File: src/hdl/tcc_pkg.sv
// shared constants for the triple comparator control block
package tcc_pkg;

  // ---------------------------------------------------------------
  // widths and types
  // ---------------------------------------------------------------
  localparam int NUM_CH = 3;
  typedef logic [31:0] tcc_addr_t;
  typedef logic [15:0] tcc_half_t;

  // ---------------------------------------------------------------
  // register byte offsets
  // ---------------------------------------------------------------
  localparam tcc_addr_t CH_CTRL_BASE = 32'h0000_0000;
  localparam tcc_addr_t CH_STRIDE = 32'h0000_0004;
  localparam tcc_addr_t SHARED_STATUS_OFS = 32'h0000_000C;
  localparam tcc_addr_t REF_CTRL_OFS = 32'h0000_0010;
  localparam tcc_addr_t INT_STATUS_OFS = 32'h0000_0014;
  localparam tcc_addr_t INT_CLEAR_OFS = 32'h0000_0018;
  localparam tcc_addr_t INT_ENABLE_OFS = 32'h0000_001C;

  // ---------------------------------------------------------------
  // channel control word fields
  // ---------------------------------------------------------------
  localparam int ON_BIT = 15;
  localparam int PINDRV_BIT = 14;
  localparam int INV_BIT = 13;
  localparam int EVT_BIT = 9;
  localparam int RES_BIT = 8;
  localparam int EDGE_LO = 6;
  localparam int PLUS_BIT = 4;
  localparam int MINUS_LO = 0;
  localparam tcc_half_t CTRL_WMASK = 16'hE0D3;
  localparam tcc_half_t CTRL_RESET = 16'h0000;

  // ---------------------------------------------------------------
  // shared status and reference fields
  // ---------------------------------------------------------------
  localparam int IDLE_BIT = 15;
  localparam int STAT_EVT_LO = 8;
  localparam int STAT_RES_LO = 0;
  localparam int REFPIN_BIT = 10;
  localparam int BGSEL_LO = 8;
  localparam tcc_half_t REF_WMASK = 16'h0700;
  localparam tcc_half_t REF_RESET = 16'h0000;

  // ---------------------------------------------------------------
  // event edge codes and bus codes
  // ---------------------------------------------------------------
  localparam logic [1:0] EDGE_NONE = 2'h0;
  localparam logic [1:0] EDGE_RISE = 2'h1;
  localparam logic [1:0] EDGE_FALL = 2'h2;
  localparam logic [1:0] EDGE_ANY = 2'h3;
  localparam logic [2:0] HSIZE_WORD = 3'h2;

endpackage : tcc_pkg

File: src/hdl/tcc_channel.sv
// one comparator channel: result synchroniser and event edge detection
`timescale 1ns/1ps
`default_nettype none

module tcc_channel (
  input wire logic clk,
  input wire logic reset_n,
  input wire logic rawResult,
  input wire logic active,
  input wire logic invert,
  input wire logic [1:0] edgeSelect,
  output logic result,
  output logic edgeHit
);

  // ---------------------------------------------------------------
  // state
  // ---------------------------------------------------------------
  logic [2:0] sync_q, sync_d;
  logic stable_q, stable_d;
  logic prevOut_q, prevOut_d;
  logic wasActive_q, wasActive_d;
  logic rise, fall;

  always_comb begin
    sync_d = {sync_q[1:0], rawResult};
    // a change counts once the second and third stages agree
    stable_d = (sync_q[1] == sync_q[2]) ? sync_q[2] : stable_q;
    prevOut_d = result;
    wasActive_d = active;
  end

  always_ff @(posedge clk) begin
    if (!reset_n) begin
      sync_q <= 3'h0;
      stable_q <= 1'b0;
      prevOut_q <= 1'b0;
      wasActive_q <= 1'b0;
    end else begin
      sync_q <= sync_d;
      stable_q <= stable_d;
      prevOut_q <= prevOut_d;
      wasActive_q <= wasActive_d;
    end
  end

  // ---------------------------------------------------------------
  // result and edge selection
  // ---------------------------------------------------------------
  assign result = active & (stable_q ^ invert);
  assign rise = active & wasActive_q & result & ~prevOut_q;
  assign fall = active & wasActive_q & ~result & prevOut_q;

  always_comb begin
    case (edgeSelect)
      tcc_pkg::EDGE_ANY: edgeHit = rise | fall;
      tcc_pkg::EDGE_FALL: edgeHit = invert ? rise : fall;
      tcc_pkg::EDGE_RISE: edgeHit = invert ? fall : rise;
      tcc_pkg::EDGE_NONE: edgeHit = 1'b0;
      default: edgeHit = 1'b0;
    endcase
  end

endmodule : tcc_channel

`default_nettype wire

File: src/hdl/tcc_ahb_port.sv
// AHB-Lite slave front end: zero wait states, registered read data
`timescale 1ns/1ps
`default_nettype none

module tcc_ahb_port (
  input wire logic clk,
  input wire logic reset_n,
  input wire logic hsel,
  input wire logic [1:0] htrans,
  input wire logic hwrite,
  input wire logic [2:0] hsize,
  input wire logic hready,
  input wire logic [31:0] haddr,
  input wire logic [31:0] readData,
  output logic hreadyout,
  output logic hresp,
  output logic [31:0] hrdata,
  output logic wrEn,
  output logic [31:0] wrAddr
);

  logic accept;
  logic wrPend_q, wrPend_d;
  logic [31:0] wrAddr_q, wrAddr_d;
  logic [31:0] rdData_q, rdData_d;

  // ---------------------------------------------------------------
  // address phase capture
  // ---------------------------------------------------------------
  assign accept = hsel & htrans[1] & hready;

  always_comb begin
    wrPend_d = accept & hwrite & (hsize == tcc_pkg::HSIZE_WORD);
    wrAddr_d = wrPend_d ? haddr : wrAddr_q;
    rdData_d = (accept & ~hwrite) ? readData : rdData_q;
  end

  always_ff @(posedge clk) begin
    if (!reset_n) begin
      wrPend_q <= 1'b0;
      wrAddr_q <= 32'h0000_0000;
      rdData_q <= 32'h0000_0000;
    end else begin
      wrPend_q <= wrPend_d;
      wrAddr_q <= wrAddr_d;
      rdData_q <= rdData_d;
    end
  end

  assign hreadyout = 1'b1;
  assign hresp = 1'b0;
  assign hrdata = rdData_q;
  assign wrEn = wrPend_q;
  assign wrAddr = wrAddr_q;

endmodule : tcc_ahb_port

`default_nettype wire

File: src/hdl/tcc_top.sv
// triple comparator control: registers, event flags, interrupt, analog steering
`timescale 1ns/1ps
`default_nettype none


module tcc_top (
  input wire logic clk,
  input wire logic reset_n,
  input wire logic hsel,
  input wire logic [31:0] haddr,
  input wire logic [1:0] htrans,
  input wire logic hwrite,
  input wire logic [2:0] hsize,
  input wire logic [31:0] hwdata,
  input wire logic hready,
  output logic hreadyout,
  output logic hresp,
  output logic [31:0] hrdata,
  input wire logic [2:0] cmpRaw,
  input wire logic idleMode,
  output logic [2:0] comparatorOn,
  output logic [2:0] plusInputSelect,
  output logic [2:0][1:0] minusInputSelect,
  output logic referencePinSelect,
  output logic [1:0] bandgapSourceSelect,
  output logic [2:0] resultPin,
  output logic [2:0] resultPinOe,
  output logic [2:0] eventTrigger,
  output logic irq
);

  localparam int NCH = tcc_pkg::NUM_CH;

  // ---------------------------------------------------------------
  // address decode helpers
  // ---------------------------------------------------------------
  function automatic tcc_pkg::tcc_addr_t ctrlOffset(input int idx);
    tcc_pkg::tcc_addr_t step;
    step = tcc_pkg::CH_STRIDE * tcc_pkg::tcc_addr_t'(idx);
    return tcc_pkg::CH_CTRL_BASE + step;
  endfunction : ctrlOffset

  function automatic logic hitReg(input tcc_pkg::tcc_addr_t addr,
                                  input tcc_pkg::tcc_addr_t offs);
    return addr == offs;
  endfunction : hitReg

  // control word as software reads it back
  function automatic logic [15:0] channelWord(input logic [15:0] ctrl,
                                              input logic evt,
                                              input logic res);
    logic [15:0] w;
    w = ctrl;
    w[tcc_pkg::EVT_BIT] = evt;
    w[tcc_pkg::RES_BIT] = res;
    return w;
  endfunction : channelWord

  // ---------------------------------------------------------------
  // bus front end
  // ---------------------------------------------------------------
  logic wrEn;
  logic [31:0] wrAddr;
  logic [31:0] readData;
  logic [15:0] wrData;

  tcc_ahb_port u_ahb (
    .clk(clk),
    .reset_n(reset_n),
    .hsel(hsel),
    .htrans(htrans),
    .hwrite(hwrite),
    .hsize(hsize),
    .hready(hready),
    .haddr(haddr),
    .readData(readData),
    .hreadyout(hreadyout),
    .hresp(hresp),
    .hrdata(hrdata),
    .wrEn(wrEn),
    .wrAddr(wrAddr)
  );

  assign wrData = hwdata[15:0];

  // ---------------------------------------------------------------
  // register state
  // ---------------------------------------------------------------
  logic [NCH-1:0][15:0] ctrl_q, ctrl_d;
  logic [NCH-1:0] evt_q, evt_d;
  logic idleHalt_q, idleHalt_d;
  logic [15:0] refCtrl_q, refCtrl_d;
  logic [NCH-1:0] intStat_q, intStat_d;
  logic [NCH-1:0] intEn_q, intEn_d;
  logic [NCH-1:0] trig_q, trig_d;

  // ---------------------------------------------------------------
  // channel datapath
  // ---------------------------------------------------------------
  logic [NCH-1:0] active;
  logic [NCH-1:0] result;
  logic [NCH-1:0] edgeHit;
  logic [NCH-1:0] trig;
  logic idleStop;

  assign idleStop = idleHalt_q & idleMode;

  for (genvar g = 0; g < NCH; g++) begin : gChan
    assign active[g] = ctrl_q[g][tcc_pkg::ON_BIT] & ~idleStop;

    tcc_channel u_chan (
      .clk(clk),
      .reset_n(reset_n),
      .rawResult(cmpRaw[g]),
      .active(active[g]),
      .invert(ctrl_q[g][tcc_pkg::INV_BIT]),
      .edgeSelect(ctrl_q[g][tcc_pkg::EDGE_LO +: 2]),
      .result(result[g]),
      .edgeHit(edgeHit[g])
    );

    // a set event flag holds off further triggers
    assign trig[g] = edgeHit[g] & ~evt_q[g];

    assign comparatorOn[g] = active[g];
    assign plusInputSelect[g] = ctrl_q[g][tcc_pkg::PLUS_BIT];
    assign minusInputSelect[g] = ctrl_q[g][tcc_pkg::MINUS_LO +: 2];
    // pin path bypasses the synchroniser on purpose
    assign resultPin[g] = active[g] & (cmpRaw[g] ^ ctrl_q[g][tcc_pkg::INV_BIT]);
    assign resultPinOe[g] = active[g] & ctrl_q[g][tcc_pkg::PINDRV_BIT];
  end

  assign referencePinSelect = refCtrl_q[tcc_pkg::REFPIN_BIT];
  assign bandgapSourceSelect = refCtrl_q[tcc_pkg::BGSEL_LO +: 2];

  // ---------------------------------------------------------------
  // write strobes, one per writable register
  // ---------------------------------------------------------------
  logic [NCH-1:0] wrCtrl;
  logic wrStatus;
  logic wrRef;
  logic wrIntClear;
  logic wrIntEnable;

  for (genvar w = 0; w < NCH; w++) begin : gWrDec
    assign wrCtrl[w] = wrEn & hitReg(wrAddr, ctrlOffset(w));
  end

  assign wrStatus = wrEn & hitReg(wrAddr, tcc_pkg::SHARED_STATUS_OFS);
  assign wrRef = wrEn & hitReg(wrAddr, tcc_pkg::REF_CTRL_OFS);
  assign wrIntClear = wrEn & hitReg(wrAddr, tcc_pkg::INT_CLEAR_OFS);
  assign wrIntEnable = wrEn & hitReg(wrAddr, tcc_pkg::INT_ENABLE_OFS);

  // ---------------------------------------------------------------
  // channel control words
  // ---------------------------------------------------------------
  always_comb begin
    ctrl_d = ctrl_q;
    for (int i = 0; i < NCH; i++) begin
      if (wrCtrl[i]) begin
        ctrl_d[i] = wrData & tcc_pkg::CTRL_WMASK;
      end
    end
  end

  always_ff @(posedge clk) begin
    if (!reset_n) begin
      for (int i = 0; i < NCH; i++) begin
        ctrl_q[i] <= tcc_pkg::CTRL_RESET;
      end
    end else begin
      ctrl_q <= ctrl_d;
    end
  end

  // ---------------------------------------------------------------
  // event flags and trigger pulses
  // ---------------------------------------------------------------
  always_comb begin
    evt_d = evt_q;
    trig_d = trig;
    for (int i = 0; i < NCH; i++) begin
      if (wrCtrl[i]) begin
        evt_d[i] = wrData[tcc_pkg::EVT_BIT];
      end
      // hardware set wins over a software clear in the same cycle
      if (trig[i]) begin
        evt_d[i] = 1'b1;
      end
    end
  end

  always_ff @(posedge clk) begin
    if (!reset_n) begin
      evt_q <= 3'h0;
      trig_q <= 3'h0;
    end else begin
      evt_q <= evt_d;
      trig_q <= trig_d;
    end
  end

  // ---------------------------------------------------------------
  // idle halt and reference control
  // ---------------------------------------------------------------
  always_comb begin
    idleHalt_d = idleHalt_q;
    refCtrl_d = refCtrl_q;
    if (wrStatus) begin
      idleHalt_d = wrData[tcc_pkg::IDLE_BIT];
    end
    if (wrRef) begin
      refCtrl_d = wrData & tcc_pkg::REF_WMASK;
    end
  end

  always_ff @(posedge clk) begin
    if (!reset_n) begin
      idleHalt_q <= 1'b0;
      refCtrl_q <= tcc_pkg::REF_RESET;
    end else begin
      idleHalt_q <= idleHalt_d;
      refCtrl_q <= refCtrl_d;
    end
  end

  // ---------------------------------------------------------------
  // interrupt status and enable
  // ---------------------------------------------------------------
  always_comb begin
    intStat_d = intStat_q;
    intEn_d = intEn_q;
    if (wrIntEnable) begin
      intEn_d = wrData[NCH-1:0];
    end
    if (wrIntClear) begin
      intStat_d = intStat_q & ~wrData[NCH-1:0];
    end
    // a new event wins over a clear in the same cycle
    intStat_d = intStat_d | trig;
  end

  always_ff @(posedge clk) begin
    if (!reset_n) begin
      intStat_q <= 3'h0;
      intEn_q <= 3'h0;
    end else begin
      intStat_q <= intStat_d;
      intEn_q <= intEn_d;
    end
  end

  // ---------------------------------------------------------------
  // event and interrupt outputs
  // ---------------------------------------------------------------
  assign eventTrigger = trig_q;
  assign irq = |(intStat_q & intEn_q);

  // ---------------------------------------------------------------
  // read data, decoded in the address phase
  // ---------------------------------------------------------------
  always_comb begin
    logic [15:0] word;
    word = 16'h0000;
    for (int i = 0; i < NCH; i++) begin
      if (hitReg(haddr, ctrlOffset(i))) begin
        word = channelWord(ctrl_q[i], evt_q[i], result[i]);
      end
    end
    if (hitReg(haddr, tcc_pkg::SHARED_STATUS_OFS)) begin
      word[tcc_pkg::IDLE_BIT] = idleHalt_q;
      word[tcc_pkg::STAT_EVT_LO +: 3] = evt_q;
      word[tcc_pkg::STAT_RES_LO +: 3] = result;
    end
    if (hitReg(haddr, tcc_pkg::REF_CTRL_OFS)) begin
      word = refCtrl_q;
    end
    if (hitReg(haddr, tcc_pkg::INT_STATUS_OFS)) begin
      word[NCH-1:0] = intStat_q;
    end
    if (hitReg(haddr, tcc_pkg::INT_ENABLE_OFS)) begin
      word[NCH-1:0] = intEn_q;
    end
    readData = {16'h0000, word};
  end

endmodule : tcc_top

`default_nettype wire

File: config.mk
export PLATFORM = sky130hd
export DESIGN_NAME = tcc_top
export DESIGN_NICKNAME = d
export VERILOG_FILES = /design/src/hdl/tcc_pkg.sv /design/src/hdl/tcc_channel.sv /design/src/hdl/tcc_ahb_port.sv /design/src/hdl/tcc_top.sv
export SDC_FILE = /design/constraint.sdc
export NUM_CORES = 1
export LEC_CHECK = 0
export ABC_AREA = 1
export BUFFER_PORTS_ARGS = -buffer_cell sky130_fd_sc_hd__buf_2
export CAP_MARGIN = 15
export CORE_UTILIZATION = 47
export CTS_CLUSTER_DIAMETER = 150
export DETAILED_ROUTE_END_ITERATION = 6
export GPL_TIMING_DRIVEN = 0
export PLACE_DENSITY = 0.76
export SLEW_MARGIN = 40
export SYNTH_ARGS = -nofsm -noshare
export SYNTH_HDL_FRONTEND = slang
export SYNTH_SLANG_ARGS = --single-unit
File: constraint.sdc
create_clock -name clk -period 1.4 [get_ports clk]
set_input_delay 0.07 -clock clk [delete_from_list [all_inputs] [get_ports clk]]
set_output_delay 0.07 -clock clk [all_outputs]
set_load 0.05 [all_outputs]
==> results.md <==
- Outcome: finished with violations
- Failing checks: negative hold slack, negative setup slack
- Worst vdd ir: 0.000424 V
- Fmax: 565 MHz
- Hpwl dp: about 9600 um
- Share of cells above drive strength 1: about 32%
- PD cells: 789 nW/um2
- Non-filler cells, final: just over 1,000
- Gr ovfl total: 0
- I/O pin count: roughly 140
- Post-Synthesis Cells: around 690
- Slew margin rel.: about 47%
- Placed cell count: between 900 and 1,000
- Max clock buf depth: 2
- WHS Endpoint: ctrl_q[47]
- Final WS setup: -369 ps
- Worst Hold Depth: 3
- Fin crit period: 1770 ps
- Unrepaired setup endpoints after global routing: yes
- Pwr Total: 5.48 mW
- Fillers: between 800 and 900
- I/O Buffers: 93
- GRT Util Overall: around a quarter
- Async SR Flop Fraction: 0%
- Final wirelength: around 15,000 um
- Die ar.: around 11,000 um2
- Worst Path Required: around 1700 ps
- Pre-Repair DR Iteration Count: 6
- Worst R2R Path Depth: 11
- Post-route DRC: 0
- Number of diodes: 0
- Seq cells post-synth: 103
- Yosys Warn Count: 0
- Placer Congestion: approximately 0.93
- Lkg Pwr: 3.25 nW
- Clk pin slew, worst setup/hold paths: about 110 ps
- Vias post-DR: 5,230
- WS Path Type: flop to flop
- Vias in the first global route: approximately 4,800
- Die W: ~100 um
- Layout area overhead: 40.4%
- Via density: slightly above 5
- Min-delay worst type: input pin to flop
- Clk Tree Root Cell: clkbuf_8
- Site Rows: 37
- Final period util: 126%
- Skew-Pair Late Insertion Delay: 390 ps
- First-pass GRT wire length: between 20,000 and 25,000 um
- Crit end category: flop
- Slew Limit Fails: 0
- Die Ht: roughly 100 um
- Syn_area_per_cell: a little over 7 um2
- Fin. Hold Viols: 2
- Drt first-iter violations: 406
- Initial antenna violation count: 0
- Number of synthesized flops with an enable pin: 0
- Worst slew pin tran: 793 ps
- Worst Hold Slack: -4.60 ps
- Final Net Count: between 900 and 1,000
- Mean routed wirelength per cell: between 10 and 15 um
- Mapped cell area: 4950 um2
- Clock skew: 16.3 ps
- TritonCTS clock tree: yes
- Largest net degree at the start of global routing: 20
- Hold_sp: hwdata[15]
- Register area share after synthesis: a little over two fifths
- Final ANT Viol Nets: 0
- RR Startpoint: u_ahb.wrAddr[5]
- Number of H-tree levels: 3
- Clock Sinks: just over 100
- Maxcap violations: 0
- Core ar.: around 10,000 um2
- R2R setup slack: -370 ps
- CTS Buf Count: 9
- Multi-input logic area: ~2600 um2
- Critical path startpoint category: flop
- Finish-stage setup viols: 48
- Yosys cell types: 43
- Register Area: a little over 2000 um2
- Most used DFF post-synth: dfxtp_1
- R2R Path End: evt_q[2]
- CP max FO: 4
- Effective utilization at floorplan: slightly below 50%
- CP arrival: approximately 2100 ps
worst max-delay path by stage:
| stage | startpoint | cells past startpoint | slack (ps) | end |
|---|---|---|---|---|
| 2_1_floorplan | u_ahb.wrAddr[10] | 8 | -50 | ctrl_q[23] |
| 4_1_cts | u_ahb.wrAddr[10] | 7 | -280 | intStat_q[1] |
| 5_1_grt | u_ahb.wrAddr[10] | 10 | -430 | evt_q[2] |
| 6_report | u_ahb.wrAddr[5] | 11 | -370 | evt_q[2] |
| 3_5_place_dp | u_ahb.wrAddr[21] | 9 | -330 | minusInputSelect[0] |
| 3_3_place_gp | haddr[22] | 10 | -300 | u_ahb.hrdata[4] |
cell usage after synthesis (all sizes together), types with 6 or more instances:
library cell / n / area [um2]
xor2: 6 / 52.6
nand3: 26 / 145
nand4: 9 / 77.6
nand2: 102 / 395
clkbuf: 16 / 60.1
o211ai: 7 / 57.6
o21ai: 69 / 345
a21oi: 36 / 184
a211oi: 16 / 145
buf: 39 / 282
nor3: 10 / 104
nor2: 150 / 601
dfxtp: 103 / 2060
inv: 74 / 278
stage by stage:
step | hold slack (ps) | setup TNS, ps | util [%] | cell area [um2] | setup WS, ps
6_report | -4.60 | -9890 | 67.6 | 6950 | -369
5_1_grt | 15.3 | -13560 | 67.6 | 6950 | -426
4_1_cts | 1.76 | -8520 | 63.8 | 6560 | -283
3_5_place_dp | 285 | -11110 | 55.3 | 5680 | -329
3_3_place_gp | 280 | -10450 | 55.3 | 5680 | -296
2_1_floorplan | 163 | -563 | - | 5050 | -48.8
state kept, by name, indices dropped and copies added (netlist names), 6 cells and up:
| register | cells |
|---|---|
| u_ahb.wrAddr | 32 |
| ctrl_q | 15 |
| u_ahb.hrdata | 12 |
| gChan.u_chan.sync_q | 9 |
| minusInputSelect | 6 |
report_power, final:
part / total (mW) / switching (mW) / internal, mW
Clock: 1.84 / 1.15 / 0.691
Sequential: 2.96 / 0.0113 / 2.95
Combinational: 0.678 / 0.419 / 0.259
Total: 5.48 / 1.58 / 3.90
cell families (layout without fill, tap and decap cells):
group | after synthesis | in the layout | share of synthesized area, %
buf+inv | 132 | 313 | 12.8
xor+xnor | 11 | 11 | 1.95
compound gates | 134 | 134 | 15.8
other cells | 2 | 22 | 0.152
simple gates | 304 | 304 | 27.7
flops | 103 | 103 | 41.7
critical path: stages (launching register included):
cell and delay (ps):
dfxtp_1 340, nor3_2 230, nand2_1 100, inv_2 120, nand3_1 120, nor2_4 210
buf_6 130, buf_6 110, nand3_2 70, nand3_2 70, nand2_1 70, inv_1 130
timing repair:
| action | in CTS | in global routing |
|---|---|---|
| setup endpoints to repair | 52 | 53 |
| pin swaps | 8 | 20 |
| setup buffers | 12 | 14 |
| hold endpoints to repair | 55 | 0 |
| hold buffers | 44 | 0 |
| cloned | 2 | 1 |
| resized for setup | 43 | 70 |
cell usage in the layout, fill, tap and decap left out, types with 3 or more instances in the layout:
master | netlist | layout
nor2_1 | 143 | 132
o21ai_1 | 40 | 23
a21oi_1 | 35 | 33
inv_4 | 0 | 4
nand2_4 | 0 | 5
buf_8 | 0 | 3
nor3_2 | 4 | 4
a21oi_2 | 1 | 3
inv_6 | 0 | 3
o21ai_2 | 0 | 19
nor2_4 | 4 | 11
clkbuf_1 | 16 | 16
nand3_2 | 3 | 6
inv_8 | 0 | 3
nor3_4 | 3 | 3
o211ai_1 | 6 | 6
buf_6 | 0 | 17
buf_2 | 3 | 87
dfxtp_1 | 103 | 99
dfxtp_2 | 0 | 3
o21ai_0 | 29 | 27
inv_2 | 19 | 18
nand3_1 | 23 | 19
inv_1 | 55 | 51
a211oi_2 | 5 | 5
a211oi_1 | 11 | 11
dlygate4sd3_1 | 0 | 44
nor3_1 | 3 | 3
nand4_1 | 7 | 7
buf_4 | 35 | 49
xnor2_1 | 5 | 3
xor2_1 | 6 | 4
nand2_2 | 5 | 7
clkbuf_8 | 0 | 9
conb_1 | 2 | 22
nand2_1 | 97 | 89
nor2_2 | 3 | 7
metal layers:
metal  up-vias  GRT usage (%)  share of wire, %
met3        40           4.93               7.7
met5         -              0                 0
met2       250           43.0                47
met4         0           10.1               3.0
met1      2388           33.8                43
li1       2552              -                 -
layout make-up:
cell class	instances	share of cell area, %
Clock inverter	7	0.918
Timing Repair inverter	1	0.0720
Timing Repair Buffer	165	17.6
Tap cell	136	2.45
Multi-Input combinational cell	471	37.7
Buffer	54	5.19
Inverter	77	4.52
Clock buffer	9	1.78
Sequential cell	103	29.8
No activity file was read; power rests on OpenSTA's default activity.
